$ cat src/verilog/dac_port_pkg.sv
// constants and types for the quad dac two-wire slave port
package dac_port_pkg;
   // upper six bits of the bus address; the lowest bit comes from the select pin
   localparam logic [5:0] DEV_ADDR_HI = 6'h06;
   localparam int NUM_CH = 4;
   localparam int DEF_CODE_W = 12;
   localparam int WORD_W = 16;
   // bit slot counting within one nine-clock byte
   localparam logic [3:0] LAST_DATA_SLOT = 4'h7;
   localparam logic [3:0] ACK_SLOT = 4'h8;
   localparam logic [3:0] FIRST_SLOT = 4'h0;
   // data word field positions
   localparam int PD_HI_POS = 15;
   localparam int PD_LO_POS = 14;
   localparam int CLR_POS = 13;
   localparam int OUTPUT_UPDATE_BIT_POS = 12;
   localparam int CODE_MSB = 11;
   // pointer byte: channel selects sit in the low bits, a at bit 0
   localparam int PTR_SEL_MSB = 3;
   // readback when no single channel is selected
   localparam logic [15:0] RB_DEFAULT = 16'h2000;
   localparam logic [3:0] PTR_RESET = 4'h0;
   localparam logic [1:0] PM_NORMAL = 2'h0;
   typedef enum logic [2:0]
   {
      st_idle,
      st_addr,
      st_ptr,
      st_msb,
      st_lsb,
      st_rd,
      st_skip
   } port_state_t;
endpackage

$ cat src/verilog/bit_sync.sv
// two-flop synchroniser for a group of independent pin levels
`timescale 1ns/1ps
module bit_sync
#(
   parameter int W = 1
)
(
   input wire logic clk_sys_i,
   input wire logic rst_b_i,
   input wire logic [W-1:0] async_i,
   output logic [W-1:0] sync_o
);
   logic [W-1:0] meta_q;
   logic [W-1:0] sync_q;

   // bus lines idle high, so both stages reset high to avoid a false start
   always_ff @(posedge clk_sys_i or negedge rst_b_i)
   begin
      if (!rst_b_i)
      begin
         meta_q <= '1;
         sync_q <= '1;
      end
      else
      begin
         meta_q <= async_i;
         sync_q <= meta_q;
      end
   end

   assign sync_o = sync_q;
endmodule

$ cat src/verilog/dac_port_top.sv
// two-wire slave port and command decoder of a quad voltage-output dac
`timescale 1ns/1ps
// Behaviour
// answer bus address 000110 plus select pin as lowest bit.
// slave only; the clock line is never driven.
// master opens each transaction with start, then address and direction bit.
// on address match, hold data low during the ninth clock.
// on mismatch, stay idle until next start; no ack, no data.
// nine clocks per byte, msb first; data changes only while clock low.
// a write ends with a stop from the master.
// a read ends with master no-ack then stop.
// write is address, pointer, two data bytes, each acknowledged, then stop.
// pointer write, repeated start, read address, then two data bytes out.
// a bare read address uses the last stored pointer.
// master ack after second byte resends the same two bytes.
// pointer holds one select bit per channel.
// reserved pointer bits written zero; upper bits ignored.
// several selects set write the same word to each channel.
// two data bytes, msb first, form one 16-bit word.
// word is power mode, clear, load, then left-justified code.
// code width is 8, 10 or 12 bits after the control bits.
// clear bit zero zero-fills all input and dac registers.
// load bit zero updates all dac registers; one leaves them.
// pointer resets to zero; unselected readback is zeros with clear set.
// several channels selected on readback returns the default pattern.
// readback uses write layout with unused bits as zero.
// power mode bits: normal, 1k, 100k, three-state.
// a load moves only input registers written since last update.
// after reset all input and dac registers hold zero, normal mode.
// channel a select is pointer bit 0 up to d at bit 3.
// single-channel readback returns stored control bits and code.
// a write acts only after both data bytes are acknowledged.
module dac_port_top
#(
   parameter int CODE_W = dac_port_pkg::DEF_CODE_W
)
(
   input wire logic clk_sys_i,
   input wire logic rst_b_i,
   input wire logic scl_i,
   input wire logic sda_i,
   input wire logic address_select_pin_i,
   output logic sda_o,
   output logic sda_oe_o,
   output logic [dac_port_pkg::NUM_CH-1:0][CODE_W-1:0] dac_value_o,
   output logic [dac_port_pkg::NUM_CH-1:0][1:0] power_mode_o
);
   localparam int NCH = dac_port_pkg::NUM_CH;
   generate
      if (CODE_W != 8 && CODE_W != 10 && CODE_W != 12)
      begin : g_bad_width
         $error("code width must be 8, 10 or 12");
      end
   endgenerate

   logic [2:0] pins_s;
   logic scl_s;
   logic sda_s;
   logic asel_s;
   logic scl_prev_q;
   logic sda_prev_q;
   logic scl_rise;
   logic scl_fall;
   logic start_ev;
   logic stop_ev;
   dac_port_pkg::port_state_t state_q;
   logic [3:0] slot_q;
   logic [7:0] rx_q;
   logic [7:0] tx_q;
   logic rw_q;
   logic send_lo_q;
   logic master_ack_q;
   logic oe_q;
   logic sda_o_q;
   logic [dac_port_pkg::PTR_SEL_MSB:0] ptr_q;
   logic [7:0] hi_q;
   logic [NCH-1:0][CODE_W-1:0] inp_q;
   logic [NCH-1:0][2:0] ctl_q;
   logic [NCH-1:0] fresh_q;
   logic [NCH-1:0][CODE_W-1:0] dac_q;
   logic [NCH-1:0][1:0] pm_q;
   logic [15:0] word_w;
   logic [CODE_W-1:0] code_w;
   logic byte_end;
   logic commit;
   logic addr_match;
   logic one_hot;
   logic [15:0] rb_word;

   // scl, sda and the select strap all come from outside the clock domain
   bit_sync #(.W(3)) u_sync
   (
      .clk_sys_i(clk_sys_i),
      .rst_b_i(rst_b_i),
      .async_i({scl_i, sda_i, address_select_pin_i}),
      .sync_o(pins_s)
   );

   assign scl_s = pins_s[2];
   assign sda_s = pins_s[1];
   assign asel_s = pins_s[0];
   always_ff @(posedge clk_sys_i or negedge rst_b_i)
   begin
      if (!rst_b_i)
      begin
         scl_prev_q <= 1'b1;
         sda_prev_q <= 1'b1;
      end
      else
      begin
         scl_prev_q <= scl_s;
         sda_prev_q <= sda_s;
      end
   end

   // all bit timing follows the master's clock edges
   assign scl_rise = scl_s & ~scl_prev_q;
   assign scl_fall = ~scl_s & scl_prev_q;
   assign start_ev = scl_s & scl_prev_q & sda_prev_q & ~sda_s;
   assign stop_ev = scl_s & scl_prev_q & ~sda_prev_q & sda_s;
   assign addr_match = (rx_q[7:1] == {dac_port_pkg::DEV_ADDR_HI, asel_s});
   assign byte_end = scl_fall && (slot_q == dac_port_pkg::ACK_SLOT);
   // the word only acts once the second data byte's ack clock is over
   assign commit = byte_end && (state_q == dac_port_pkg::st_lsb);
   assign word_w = {hi_q, rx_q};
   assign code_w = word_w[dac_port_pkg::CODE_MSB -: CODE_W];
   assign one_hot = (ptr_q != 4'h0) && ((ptr_q & (ptr_q - 4'h1)) == 4'h0);
   // readback word; unused low code bits stay zero
   always_comb
   begin
      rb_word = dac_port_pkg::RB_DEFAULT;
      for (int c = 0; c < NCH; c++)
      begin
         if (one_hot && ptr_q[c])
         begin
            rb_word = 16'h0000;
            rb_word[dac_port_pkg::PD_HI_POS -: 2] = ctl_q[c][2:1];
            rb_word[dac_port_pkg::CLR_POS] = 1'b1;
            rb_word[dac_port_pkg::OUTPUT_UPDATE_BIT_POS] = ctl_q[c][0];
            rb_word[dac_port_pkg::CODE_MSB -: CODE_W] = inp_q[c];
         end
      end
   end
   // byte framing, acknowledge and transmit
   always_ff @(posedge clk_sys_i or negedge rst_b_i)
   begin
      if (!rst_b_i)
      begin
         state_q <= dac_port_pkg::st_idle;
         slot_q <= dac_port_pkg::FIRST_SLOT;
         rx_q <= 8'h00;
         tx_q <= 8'h00;
         rw_q <= 1'b0;
         send_lo_q <= 1'b0;
         master_ack_q <= 1'b0;
         oe_q <= 1'b0;
      end
      else if (start_ev)
      begin
         // a repeated start lands here as well; the start's own clock fall then opens the first slot
         state_q <= dac_port_pkg::st_addr;
         slot_q <= dac_port_pkg::FIRST_SLOT - 4'h1;
         oe_q <= 1'b0;
      end
      else if (stop_ev)
      begin
         state_q <= dac_port_pkg::st_idle;
         oe_q <= 1'b0;
      end
      else if (state_q != dac_port_pkg::st_idle && state_q != dac_port_pkg::st_skip)
      begin
         if (scl_rise)
         begin
            // sample only on the rising edge, where data is stable
            if (slot_q != dac_port_pkg::ACK_SLOT)
               rx_q <= {rx_q[6:0], sda_s};
            else
               master_ack_q <= ~sda_s;
         end
         if (scl_fall)
         begin
            if (slot_q == dac_port_pkg::ACK_SLOT)
            begin
               slot_q <= dac_port_pkg::FIRST_SLOT;
               oe_q <= 1'b0;
               case (state_q)
                  dac_port_pkg::st_addr:
                  begin
                     if (rw_q)
                     begin
                        // a read straight after the address uses the stored pointer
                        state_q <= dac_port_pkg::st_rd;
                        tx_q <= rb_word[15:8];
                        oe_q <= ~rb_word[15];
                        send_lo_q <= 1'b1;
                     end
                     else
                        state_q <= dac_port_pkg::st_ptr;
                  end
                  dac_port_pkg::st_ptr:
                     state_q <= dac_port_pkg::st_msb;
                  dac_port_pkg::st_msb:
                     state_q <= dac_port_pkg::st_lsb;
                  dac_port_pkg::st_lsb:
                     state_q <= dac_port_pkg::st_msb;
                  dac_port_pkg::st_rd:
                  begin
                     if (master_ack_q)
                     begin
                        // keep cycling the same two bytes
                        tx_q <= send_lo_q ? rb_word[7:0] : rb_word[15:8];
                        oe_q <= send_lo_q ? ~rb_word[7] : ~rb_word[15];
                        send_lo_q <= ~send_lo_q;
                     end
                     else
                        state_q <= dac_port_pkg::st_skip;
                  end
                  default:
                     state_q <= dac_port_pkg::st_skip;
               endcase
            end
            else
            begin
               slot_q <= slot_q + 4'h1;
               if (slot_q == dac_port_pkg::LAST_DATA_SLOT)
               begin
                  case (state_q)
                     dac_port_pkg::st_addr:
                     begin
                        rw_q <= rx_q[0];
                        if (addr_match)
                           oe_q <= 1'b1;
                        else
                           state_q <= dac_port_pkg::st_skip;
                     end
                     dac_port_pkg::st_rd:
                        oe_q <= 1'b0;
                     default:
                        oe_q <= 1'b1;
                  endcase
               end
               else if (state_q == dac_port_pkg::st_rd)
               begin
                  // msb first; the line is only pulled low, never driven high
                  tx_q <= {tx_q[6:0], 1'b0};
                  oe_q <= ~tx_q[6];
               end
            end
         end
      end
   end
   // open-drain data line: the driven level is always low
   always_ff @(posedge clk_sys_i or negedge rst_b_i)
   begin
      if (!rst_b_i)
         sda_o_q <= 1'b0;
      else
         sda_o_q <= 1'b0;
   end
   // pointer and upper data byte capture
   always_ff @(posedge clk_sys_i or negedge rst_b_i)
   begin
      if (!rst_b_i)
      begin
         ptr_q <= dac_port_pkg::PTR_RESET;
         hi_q <= 8'h00;
      end
      else
      begin
         // upper pointer bits are don't-care and dropped
         if (byte_end && state_q == dac_port_pkg::st_ptr)
            ptr_q <= rx_q[dac_port_pkg::PTR_SEL_MSB:0];
         if (byte_end && state_q == dac_port_pkg::st_msb)
            hi_q <= rx_q;
      end
   end
   // input and dac register banks
   always_ff @(posedge clk_sys_i or negedge rst_b_i)
   begin
      if (!rst_b_i)
      begin
         inp_q <= '0;
         dac_q <= '0;
         ctl_q <= '0;
         fresh_q <= '0;
         pm_q <= {NCH{dac_port_pkg::PM_NORMAL}};
      end
      else if (commit)
      begin
         if (!word_w[dac_port_pkg::CLR_POS])
         begin
            inp_q <= '0;
            dac_q <= '0;
            fresh_q <= '0;
         end
         else
         begin
            for (int c = 0; c < NCH; c++)
            begin
               if (ptr_q[c])
               begin
                  // the same word and control bits go to every selected channel
                  inp_q[c] <= code_w;
                  ctl_q[c] <= {word_w[dac_port_pkg::PD_HI_POS -: 2], word_w[dac_port_pkg::OUTPUT_UPDATE_BIT_POS]};
                  pm_q[c] <= word_w[dac_port_pkg::PD_HI_POS -: 2];
               end
               if (!word_w[dac_port_pkg::OUTPUT_UPDATE_BIT_POS])
               begin
                  // only registers written since their last update move
                  if (ptr_q[c])
                     dac_q[c] <= code_w;
                  else if (fresh_q[c])
                     dac_q[c] <= inp_q[c];
                  fresh_q[c] <= 1'b0;
               end
               else if (ptr_q[c])
                  fresh_q[c] <= 1'b1;
            end
         end
      end
   end
   assign sda_o = sda_o_q;
   assign sda_oe_o = oe_q;
   assign dac_value_o = dac_q;
   assign power_mode_o = pm_q;
   addr_ack_a: assert property (
      @(posedge clk_sys_i) disable iff (!rst_b_i)
      (state_q == dac_port_pkg::st_addr && scl_fall && slot_q == dac_port_pkg::LAST_DATA_SLOT
       && addr_match && !start_ev && !stop_ev) |=> oe_q ##1 (oe_q throughout (!scl_fall)[*1]))
      else $error("address match not acknowledged");
   no_match_a: assert property (
      @(posedge clk_sys_i) disable iff (!rst_b_i)
      (state_q == dac_port_pkg::st_skip) |-> !oe_q)
      else $error("data line driven while not addressed");
   sda_change_a: assert property (
      @(posedge clk_sys_i) disable iff (!rst_b_i)
      $changed(oe_q) |-> $past(scl_fall || start_ev || stop_ev))
      else $error("data line changed while clock high");
   zero_fill_a: assert property (
      @(posedge clk_sys_i) disable iff (!rst_b_i)
      (commit && !word_w[dac_port_pkg::CLR_POS]) |=> (dac_q == '0 && inp_q == '0))
      else $error("clear did not zero-fill registers");
   hold_dac_a: assert property (
      @(posedge clk_sys_i) disable iff (!rst_b_i)
      (commit && word_w[dac_port_pkg::CLR_POS] && word_w[dac_port_pkg::OUTPUT_UPDATE_BIT_POS])
      |=> (dac_q == $past(dac_q)))
      else $error("dac registers changed with load bit set");
   multi_rb_a: assert property (
      @(posedge clk_sys_i) disable iff (!rst_b_i)
      (!one_hot) |-> (rb_word == dac_port_pkg::RB_DEFAULT))
      else $error("readback not default with zero or several selects");
   chan_write_a: assert property (
      @(posedge clk_sys_i) disable iff (!rst_b_i)
      (commit && word_w[dac_port_pkg::CLR_POS] && ptr_q[0] && ptr_q[3])
      |=> (inp_q[0] == $past(code_w) && inp_q[3] == $past(code_w)))
      else $error("multi-channel write missed a channel");
   power_mode_a: assert property (
      @(posedge clk_sys_i) disable iff (!rst_b_i)
      (commit && word_w[dac_port_pkg::CLR_POS] && ptr_q[1])
      |=> (pm_q[1] == $past(word_w[dac_port_pkg::PD_HI_POS -: 2])))
      else $error("power mode not taken from written word");
   no_commit_a: assert property (
      @(posedge clk_sys_i) disable iff (!rst_b_i)
      (state_q != dac_port_pkg::st_lsb) |=> (inp_q == $past(inp_q) && dac_q == $past(dac_q)))
      else $error("registers changed outside a completed write");
endmodule

$ cat config.mk
export PLATFORM = sky130hd
export DESIGN_NAME = dac_port_top
export DESIGN_NICKNAME = d
export VERILOG_FILES = /design/src/verilog/dac_port_pkg.sv /design/src/verilog/bit_sync.sv /design/src/verilog/dac_port_top.sv
export SDC_FILE = /design/constraint.sdc
export NUM_CORES = 1
export LEC_CHECK = 0
export BUFFER_PORTS_ARGS = -buffer_cell sky130_fd_sc_hd__buf_2
export CAP_MARGIN = 10
export CORE_MARGIN = 2
export CORE_UTILIZATION = 54
export DETAILED_ROUTE_END_ITERATION = 7
export GPL_TIMING_DRIVEN = 1
export PLACE_DENSITY = 0.76
export SLEW_MARGIN = 20
export SYNTH_ARGS = -nofsm -noshare
export SYNTH_HDL_FRONTEND = slang
export SYNTH_SLANG_ARGS = --single-unit
$ cat constraint.sdc
create_clock -name clk_sys_i -period 1.76 [get_ports clk_sys_i]
set_input_delay 0 -clock clk_sys_i [delete_from_list [all_inputs] [get_ports clk_sys_i]]
set_output_delay 0 -clock clk_sys_i [all_outputs]
set_load 0.02 [all_outputs]
==> results of run 1 <==
-- worst register-to-register path, cell delays in order, from the launching register on --
cell	delay, ps
dfrtp_1	420
inv_1	90
ha_2	180
nand3b_1	110
buf_6	170
nor3_4	160
buf_12	180
nand3_1	190
mux2_2	350
-- cell usage after synthesis (8+ instances only) --
cell type	n
a31oi_1	34
or3_1	8
mux2_2	32
o21ai_0	75
buf_2	25
inv_1	12
nor2b_1	52
and2_1	8
buf_1	9
nand2_1	126
a221oi_1	11
clkbuf_1	38
o31ai_1	44
nor2_1	21
a21oi_1	63
mux2i_1	11
dfstp_2	8
dfrtp_1	150
buf_4	10
-- state kept, by name (all words and copies together), names as in the netlist, 3 cells and up --
name	cells
tx_q	7
ptr_q	4
rx_q	8
hi_q	8
inp_q	48
ctl_q	12
u_sync.sync_o	3
dac_value_o	48
fresh_q	4
slot_q	4
u_sync.meta_q	3
state_q	3
-- timing repair --
action | CTS | global route
endpoints found under the hold margin | 161 | 0
hold buffers | 4 | 0
pin swaps | 33 | 19
gates cloned | 2 | 0
buffers inserted | 12 | 2
gates resized for setup | 100 | 33
setup endpoints to repair | 139 | 142
-- where the power goes --
part	switching [W]	leakage [nW]	total [W]	internal [W]
clock	0.00152	0.295	0.00379	0.00227
combinational	0.00131	2.11	0.00218	0.000872
sequential	0.000292	2.14	0.00416	0.00387
-- final timing paths --
| kind | start | to | slack [ps] | cells past startpoint |
|---|---|---|---|---|
| min in group clk_sys_i | scl_i | u_sync.meta_q[2] | 200 | 2 |
| max in group asynchronous | rst_b_i | inp_q[3] | 1010 | 3 |
| max reg2reg | slot_q[0] | ctl_q[11] | -200 | 8 |
| min | rst_b_i | dac_value_o[36] | 30 | 2 |
| max | slot_q[0] | ctl_q[11] | -200 | 8 |
| min reg2reg | u_sync.meta_q[2] | u_sync.sync_o[2] | 350 | 0 |
-- metal layers --
layer,up-vias,GRT usage [%],share of wire [%]
met3,66,5.820,7.5
met5,-,0,0
li1,3182,-,-
met1,3506,41.07,42
met2,361,46.17,46
met4,0,15.10,3.9
-- kinds of logic after synthesis --
kind of cell    after synthesis  synth area share, %
mux                          44                6.032
compound gates              266                21.04
xor+xnor                      3               0.3291
other cells                   1              0.04695
fa+ha+maj                     2               0.3133
flops                       158                49.63
buf+inv                      96                5.562
simple gates                261                17.05
-- final cells by class --
type / count / area [um2] / area share [%]
flip-flops and latches: 158 / 3965 / 39.15
inverters: 12 / 45.04 / 0.4448
repair buffers: 161 / 1234 / 12.18
multi-input cells: 578 / 4048 / 39.97
clock buffers: 19 / 442.9 / 4.374
clock inverters: 13 / 162.7 / 1.606
well taps: 184 / 230.2 / 2.273
-- stage by stage --
stage | instances | TNS [ps] | setup WS, ps
after CTS | 1123 | -8442 | -144.3
after detailed placement | 1075 | -17270 | -251.6
after global routing | 1125 | -25170 | -276.3
after global placement | 1075 | -13240 | -166.8
after floorplan | 831 | -741.9 | -107.5
final | 1125 | -13460 | -202.8
==> flow_metrics.env, run 1 <==
export IMPL_status="finished with violations"
export IMPL_violations="setup timing"
export IMPL_synthDistinctLibCells=67
export IMPL_routed_wl_mm=23.39
export IMPL_final_setup_worst_slack_ps=-202.8
export IMPL_grt_max_degree=63
export IMPL_dieArea_um2=15780
export IMPL_netlist_area_um2=7986
export IMPL_drv_slew=0
export IMPL_core_area_um2=14480
export IMPL_grt_pass1_wl_mm=37.38
export IMPL_final_common_cell="dfrtp_1"
export IMPL_boundaryPins=63
export IMPL_num_fill_cells=1044
export IMPL_fin_crit_sh_pct=111.5
export IMPL_synth_top_cell_area_share_pct=47.00
export IMPL_die_width_um=125.6
export IMPL_place_area_um2=8902
export IMPL_synthTopCellsByArea="dfrtp_1, nand2_1, o21ai_0, mux2_2, o31ai_1"
export IMPL_first_pass_iters=7
export IMPL_layout_min_cycle_time_ps=1963
export IMPL_io_buffers=61
export IMPL_final_util_pct=69.94
export IMPL_rsz0062_at_grt="true"
export IMPL_clockBufferDepth=2
export IMPL_crit_buf_inv=3
export IMPL_p_per_area_nw_per_um2=1000
export IMPL_drive_above_1_share_pct=33.48
export IMPL_gr_total_overflow=0
export IMPL_insertion_delay_ps=440
export IMPL_syn_num_nets=838
export IMPL_synth_seq_cells=158
export IMPL_p_leak_nw=4.546
export IMPL_drt_vias_per_instance=6.324
export IMPL_die_h_um=125.6
export IMPL_root_buffer="clkbuf_16"
export IMPL_nets=935
export IMPL_cts_tree="built"
export IMPL_crit_family="simple AND/OR/NAND/NOR gates"
export IMPL_slowest_delay_ps=420
export IMPL_hold_viol_final=0
export IMPL_crit_type="register to register"
export IMPL_critical_path_slowest_cell="dfrtp_1"
export IMPL_start_util_pct=55.16
export IMPL_yosys_area_top_type="dfrtp_1"
export IMPL_place_congestion=0.9358
export IMPL_area_delta_synth_final_pct=26.81
export IMPL_total_power_w=0.01013
export IMPL_timing_hold_ws_ps=26.38
export IMPL_worstPathArrival_ps=2280
export IMPL_end_kind="register"
export IMPL_stdcell_area_um2=10130
export IMPL_vias=7115
export IMPL_synth_edf_count=0
export IMPL_rows=44
export IMPL_max_slew_margin_pct=53.22
export IMPL_setup_violations=127
export IMPL_startpoint_type="register"
export IMPL_drc=0
export IMPL_maxCapViolCount=0
export IMPL_crit_fanout=14
export IMPL_hp_class="primary input to async pin"
export IMPL_finClkSkew_ps=7.574
export IMPL_synth_top_flop_cell="dfrtp_1"
export IMPL_dp_hpwl_mm=15.21
export IMPL_fmax_mhz=509.5
export IMPL_yosysSeqAreaShare_pct=49.63
export IMPL_clock_sinks=158
export IMPL_ys_warn_count=0
export IMPL_path_cells="inv_1, ha_2, nand3b_1, buf_6, nor3_4, buf_12, nand3_1, mux2_2"
export IMPL_cts_buffers_inserted=17
export IMPL_grt_pass1_vias=7052
export IMPL_antenna_found_initial=0
export IMPL_syn_inst=831
export IMPL_drt_iter0_drc=828
export IMPL_htree_levels=4
export IMPL_worstPathRequired_ps=2080
export IMPL_clk_pin_slew_ps=60
export IMPL_wl_per_cell_um=20.79
export IMPL_syn_area_per_cell_um2=9.611
export IMPL_final_cell_mix="dfrtp_1, nand2_1, buf_4"
export IMPL_async_reset_ff_share_pct=100.0
export IMPL_antenna_left=0
export IMPL_n_antenna_cell=0
export IMPL_grtUsageTotal_pct=30.04
export IMPL_tightest_slew_ps=701.7
export IMPL_peakVddDrop_mv=0.7467
Note: power is estimated with default switching activity, not from simulation.
==> run 2, diff against run 1 <==
--- a/config.mk
+++ b/config.mk
@@ -5,6 +5,7 @@
 export SDC_FILE = /design/constraint.sdc
 export NUM_CORES = 1
 export LEC_CHECK = 0
+export ABC_AREA = 1
 export BUFFER_PORTS_ARGS = -buffer_cell sky130_fd_sc_hd__buf_2
 export CAP_MARGIN = 10
 export CORE_MARGIN = 2
==> run 2 against run 1 <==
Net effect:
- the flow now finishes without violations
- cell area fell by 11%
- clock-buffer cell count increased by 3
- wire length down 14%
- utilization decreased by 1.4 points
- via count decreased by 6.6%
- register-to-register slack better by 220 ps
- sequential cell count unchanged
- area after synthesis fell by 8.8%
- critical path depth rose by 1
==> flow_metrics.env, run 2 <==
export IMPL_drv_slew=0
export IMPL_critical_path_slowest_cell="dfrtp_1"
export IMPL_antenna_found_initial=0
export IMPL_status="finished, final reports clean"
export IMPL_finClkSkew_ps=8.769
export IMPL_netlist_area_um2=7286
export IMPL_layout_min_cycle_time_ps=1741
export IMPL_maxCapViolCount=0
export IMPL_rsz0062_at_grt="true"
export IMPL_drt_iter0_drc=680
export IMPL_peakVddDrop_mv=0.8435
export IMPL_grtUsageTotal_pct=28.45
export IMPL_num_fill_cells=1028
export IMPL_synthAdderAreaFrac_pct=0.3435
export IMPL_crit_fanout=14
export IMPL_cts_buffers_inserted=17
export IMPL_dieArea_um2=14440
export IMPL_worstPathArrival_ps=2010
export IMPL_start_util_pct=55.24
export IMPL_antenna_left=0
export IMPL_cts_tree="built"
export IMPL_async_reset_ff_share_pct=100.0
export IMPL_dp_hpwl_mm=13.68
export IMPL_fin_crit_sh_pct=98.91
export IMPL_grt_pass1_vias=6293
export IMPL_p_leak_nw=4.225
export IMPL_slowest_delay_ps=390
export IMPL_n_antenna_cell=0
export IMPL_regToRegStartpoint="slot_q[0]"
export IMPL_regArea_um2=3966
export IMPL_path_cells="inv_2, ha_4, nand3_4, nor2_4, nand4_4, buf_6, nor2_1, buf_4, o22ai_1"
export IMPL_ff2ff_setup_slack_ps=20
export IMPL_fin_tns_setup_ps=0
export IMPL_hp_class="primary input to async pin"
export IMPL_drt_vias_per_instance=5.665
export IMPL_grt_max_degree=50
export IMPL_root_buffer="clkbuf_16"
export IMPL_dp_cells=1129
export IMPL_rows=42
export IMPL_drive_above_1_share_pct=23.07
export IMPL_worstPathRequired_ps=2030
export IMPL_yosysSeqAreaShare_pct=54.40
export IMPL_clk_pin_slew_ps=60
export IMPL_syn_num_nets=882
export IMPL_clockBufferDepth=2
export IMPL_dp_slack_ps=-63.72
export IMPL_synthTopCellsByArea="dfrtp_1, a21oi_1, o21ai_0, nor2_1, nand2_1"
export IMPL_io_buffers=61
export IMPL_clock_sinks=158
export IMPL_place_congestion=0.9619
export IMPL_end_kind="register"
export IMPL_die_h_um=120.2
export IMPL_gr_total_overflow=0
export IMPL_synthXorXnorAreaFrac_pct=0.1202
export IMPL_syn_inst=875
export IMPL_yosys_area_top_type="dfrtp_1"
export IMPL_first_pass_iters=6
export IMPL_synth_edf_count=0
export IMPL_yosys_area_share_simple_pct=19.05
export IMPL_drc=0
export IMPL_nets=991
export IMPL_synth_mux_area_share_pct=0
export IMPL_yosysMostFrequentCell="dfrtp_1"
export IMPL_synth_top_family_by_area="simple AND/OR/NAND/NOR gates"
export IMPL_crit_type="register to register"
export IMPL_syn_area_per_cell_um2=8.327
export IMPL_synth_top_flop_cell="dfrtp_1"
export IMPL_synth_compound_area_share_pct=18.19
export IMPL_multi_input_area_um2=2900
export IMPL_regToRegEndpoint="inp_q[34]"
export IMPL_vias=6645
export IMPL_hold_viol_final=0
export IMPL_final_setup_worst_slack_ps=19.16
export IMPL_core_area_um2=13190
export IMPL_reg2regPathDepth=9
export IMPL_fmax_mhz=574.4
export IMPL_final_common_cell="dfrtp_1"
export IMPL_synth_commonest_cells="dfrtp_1, nor2_1, a21oi_1, nand2_1, o21ai_0"
export IMPL_routed_wl_mm=20.01
export IMPL_htree_levels=4
export IMPL_final_cells=1173
export IMPL_final_util_pct=68.54
export IMPL_crit_family="simple AND/OR/NAND/NOR gates"
export IMPL_ys_warn_count=0
export IMPL_total_power_w=0.009406
export IMPL_startpoint_type="register"
export IMPL_setup_violations=0
export IMPL_wl_per_cell_um=17.06
export IMPL_die_width_um=120.2
export IMPL_area_delta_synth_final_pct=24.09
export IMPL_grt_pass1_wl_mm=31.62
export IMPL_final_cell_mix="dfrtp_1, nor2_1, a21oi_1"
export IMPL_synthDistinctLibCells=31
export IMPL_boundaryPins=63
export IMPL_insertion_delay_ps=420
export IMPL_synth_top_cell_area_share_pct=51.52
export IMPL_max_slew_margin_pct=60.43
export IMPL_synth_seq_cells=158
export IMPL_tightest_slew_ps=593.0
export IMPL_p_per_area_nw_per_um2=1040
export IMPL_crit_buf_inv=3
run 2: final cells by class:
type                            count  share of cell area (%)
Clock buffer                       22                   5.134
Timing Repair Buffer              140                   11.35
Sequential cell                   158                   43.87
Inverter                           85                   3.640
Multi-Input combinational cell    582                   32.08
Clock inverter                     10                   1.495
Tap cell                          176                   2.436
run 2: report_power, final:
group,internal (W),total [W],switching (W)
clock network,0.00230,0.00375,0.00145
logic,0.000556,0.00156,0.00101
registers,0.00390,0.00409,0.000189
run 2: per-stage QoR:
stage	cell area, um2	hold slack [ps]
final	9041	64.54
after global routing	9041	97.81
after CTS	8820	77.29
after detailed placement	8155	-43.64
after global placement	8155	-46.25
after floorplan	7286	-295.6
run 2: layer usage:
layer | vias to the layer above | global-route usage [%] | share of wire, %
li1 | 3119 | - | -
met1 | 3200 | 37.89 | 41
met2 | 278 | 45.24 | 48
met3 | 48 | 6.606 | 7.0
met4 | 0 | 11.32 | 3.7
met5 | - | 0 | 0
run 2: worst max-delay path by stage:
| stage | end | depth (start not counted) | slack [ps] | start |
|---|---|---|---|---|
| 2_1_floorplan | ctl_q[10] | 11 | 60 | slot_q[0] |
| 3_3_place_gp | inp_q[16] | 9 | 10 | slot_q[0] |
| 3_5_place_dp | inp_q[20] | 9 | -60 | slot_q[0] |
| 6_report | inp_q[34] | 9 | 20 | slot_q[0] |
| 5_1_grt | tx_q[5] | 11 | -90 | state_q[0] |
| 4_1_cts | dac_value_o[3] | 10 | -9 | slot_q[0] |
run 2: logic make-up after synthesis:
| group | Yosys count |
|---|---|
| AO/OA/AOI/OAI | 256 |
| AND/OR/NAND/NOR | 322 |
| flip-flops | 158 |
| XOR/XNOR | 1 |
| adder cells (fa/ha/maj) | 2 |
| buffers and inverters | 135 |
| other | 1 |
run 2: timing repair:
item                                    4_1_cts  5_1_grt
hold buffers                                  4        0
setup buffers                                 1        8
endpoints found under the hold margin       161        0
pin swaps                                     2       10
endpoints found under the setup margin       31      110
resized for setup                             7       69
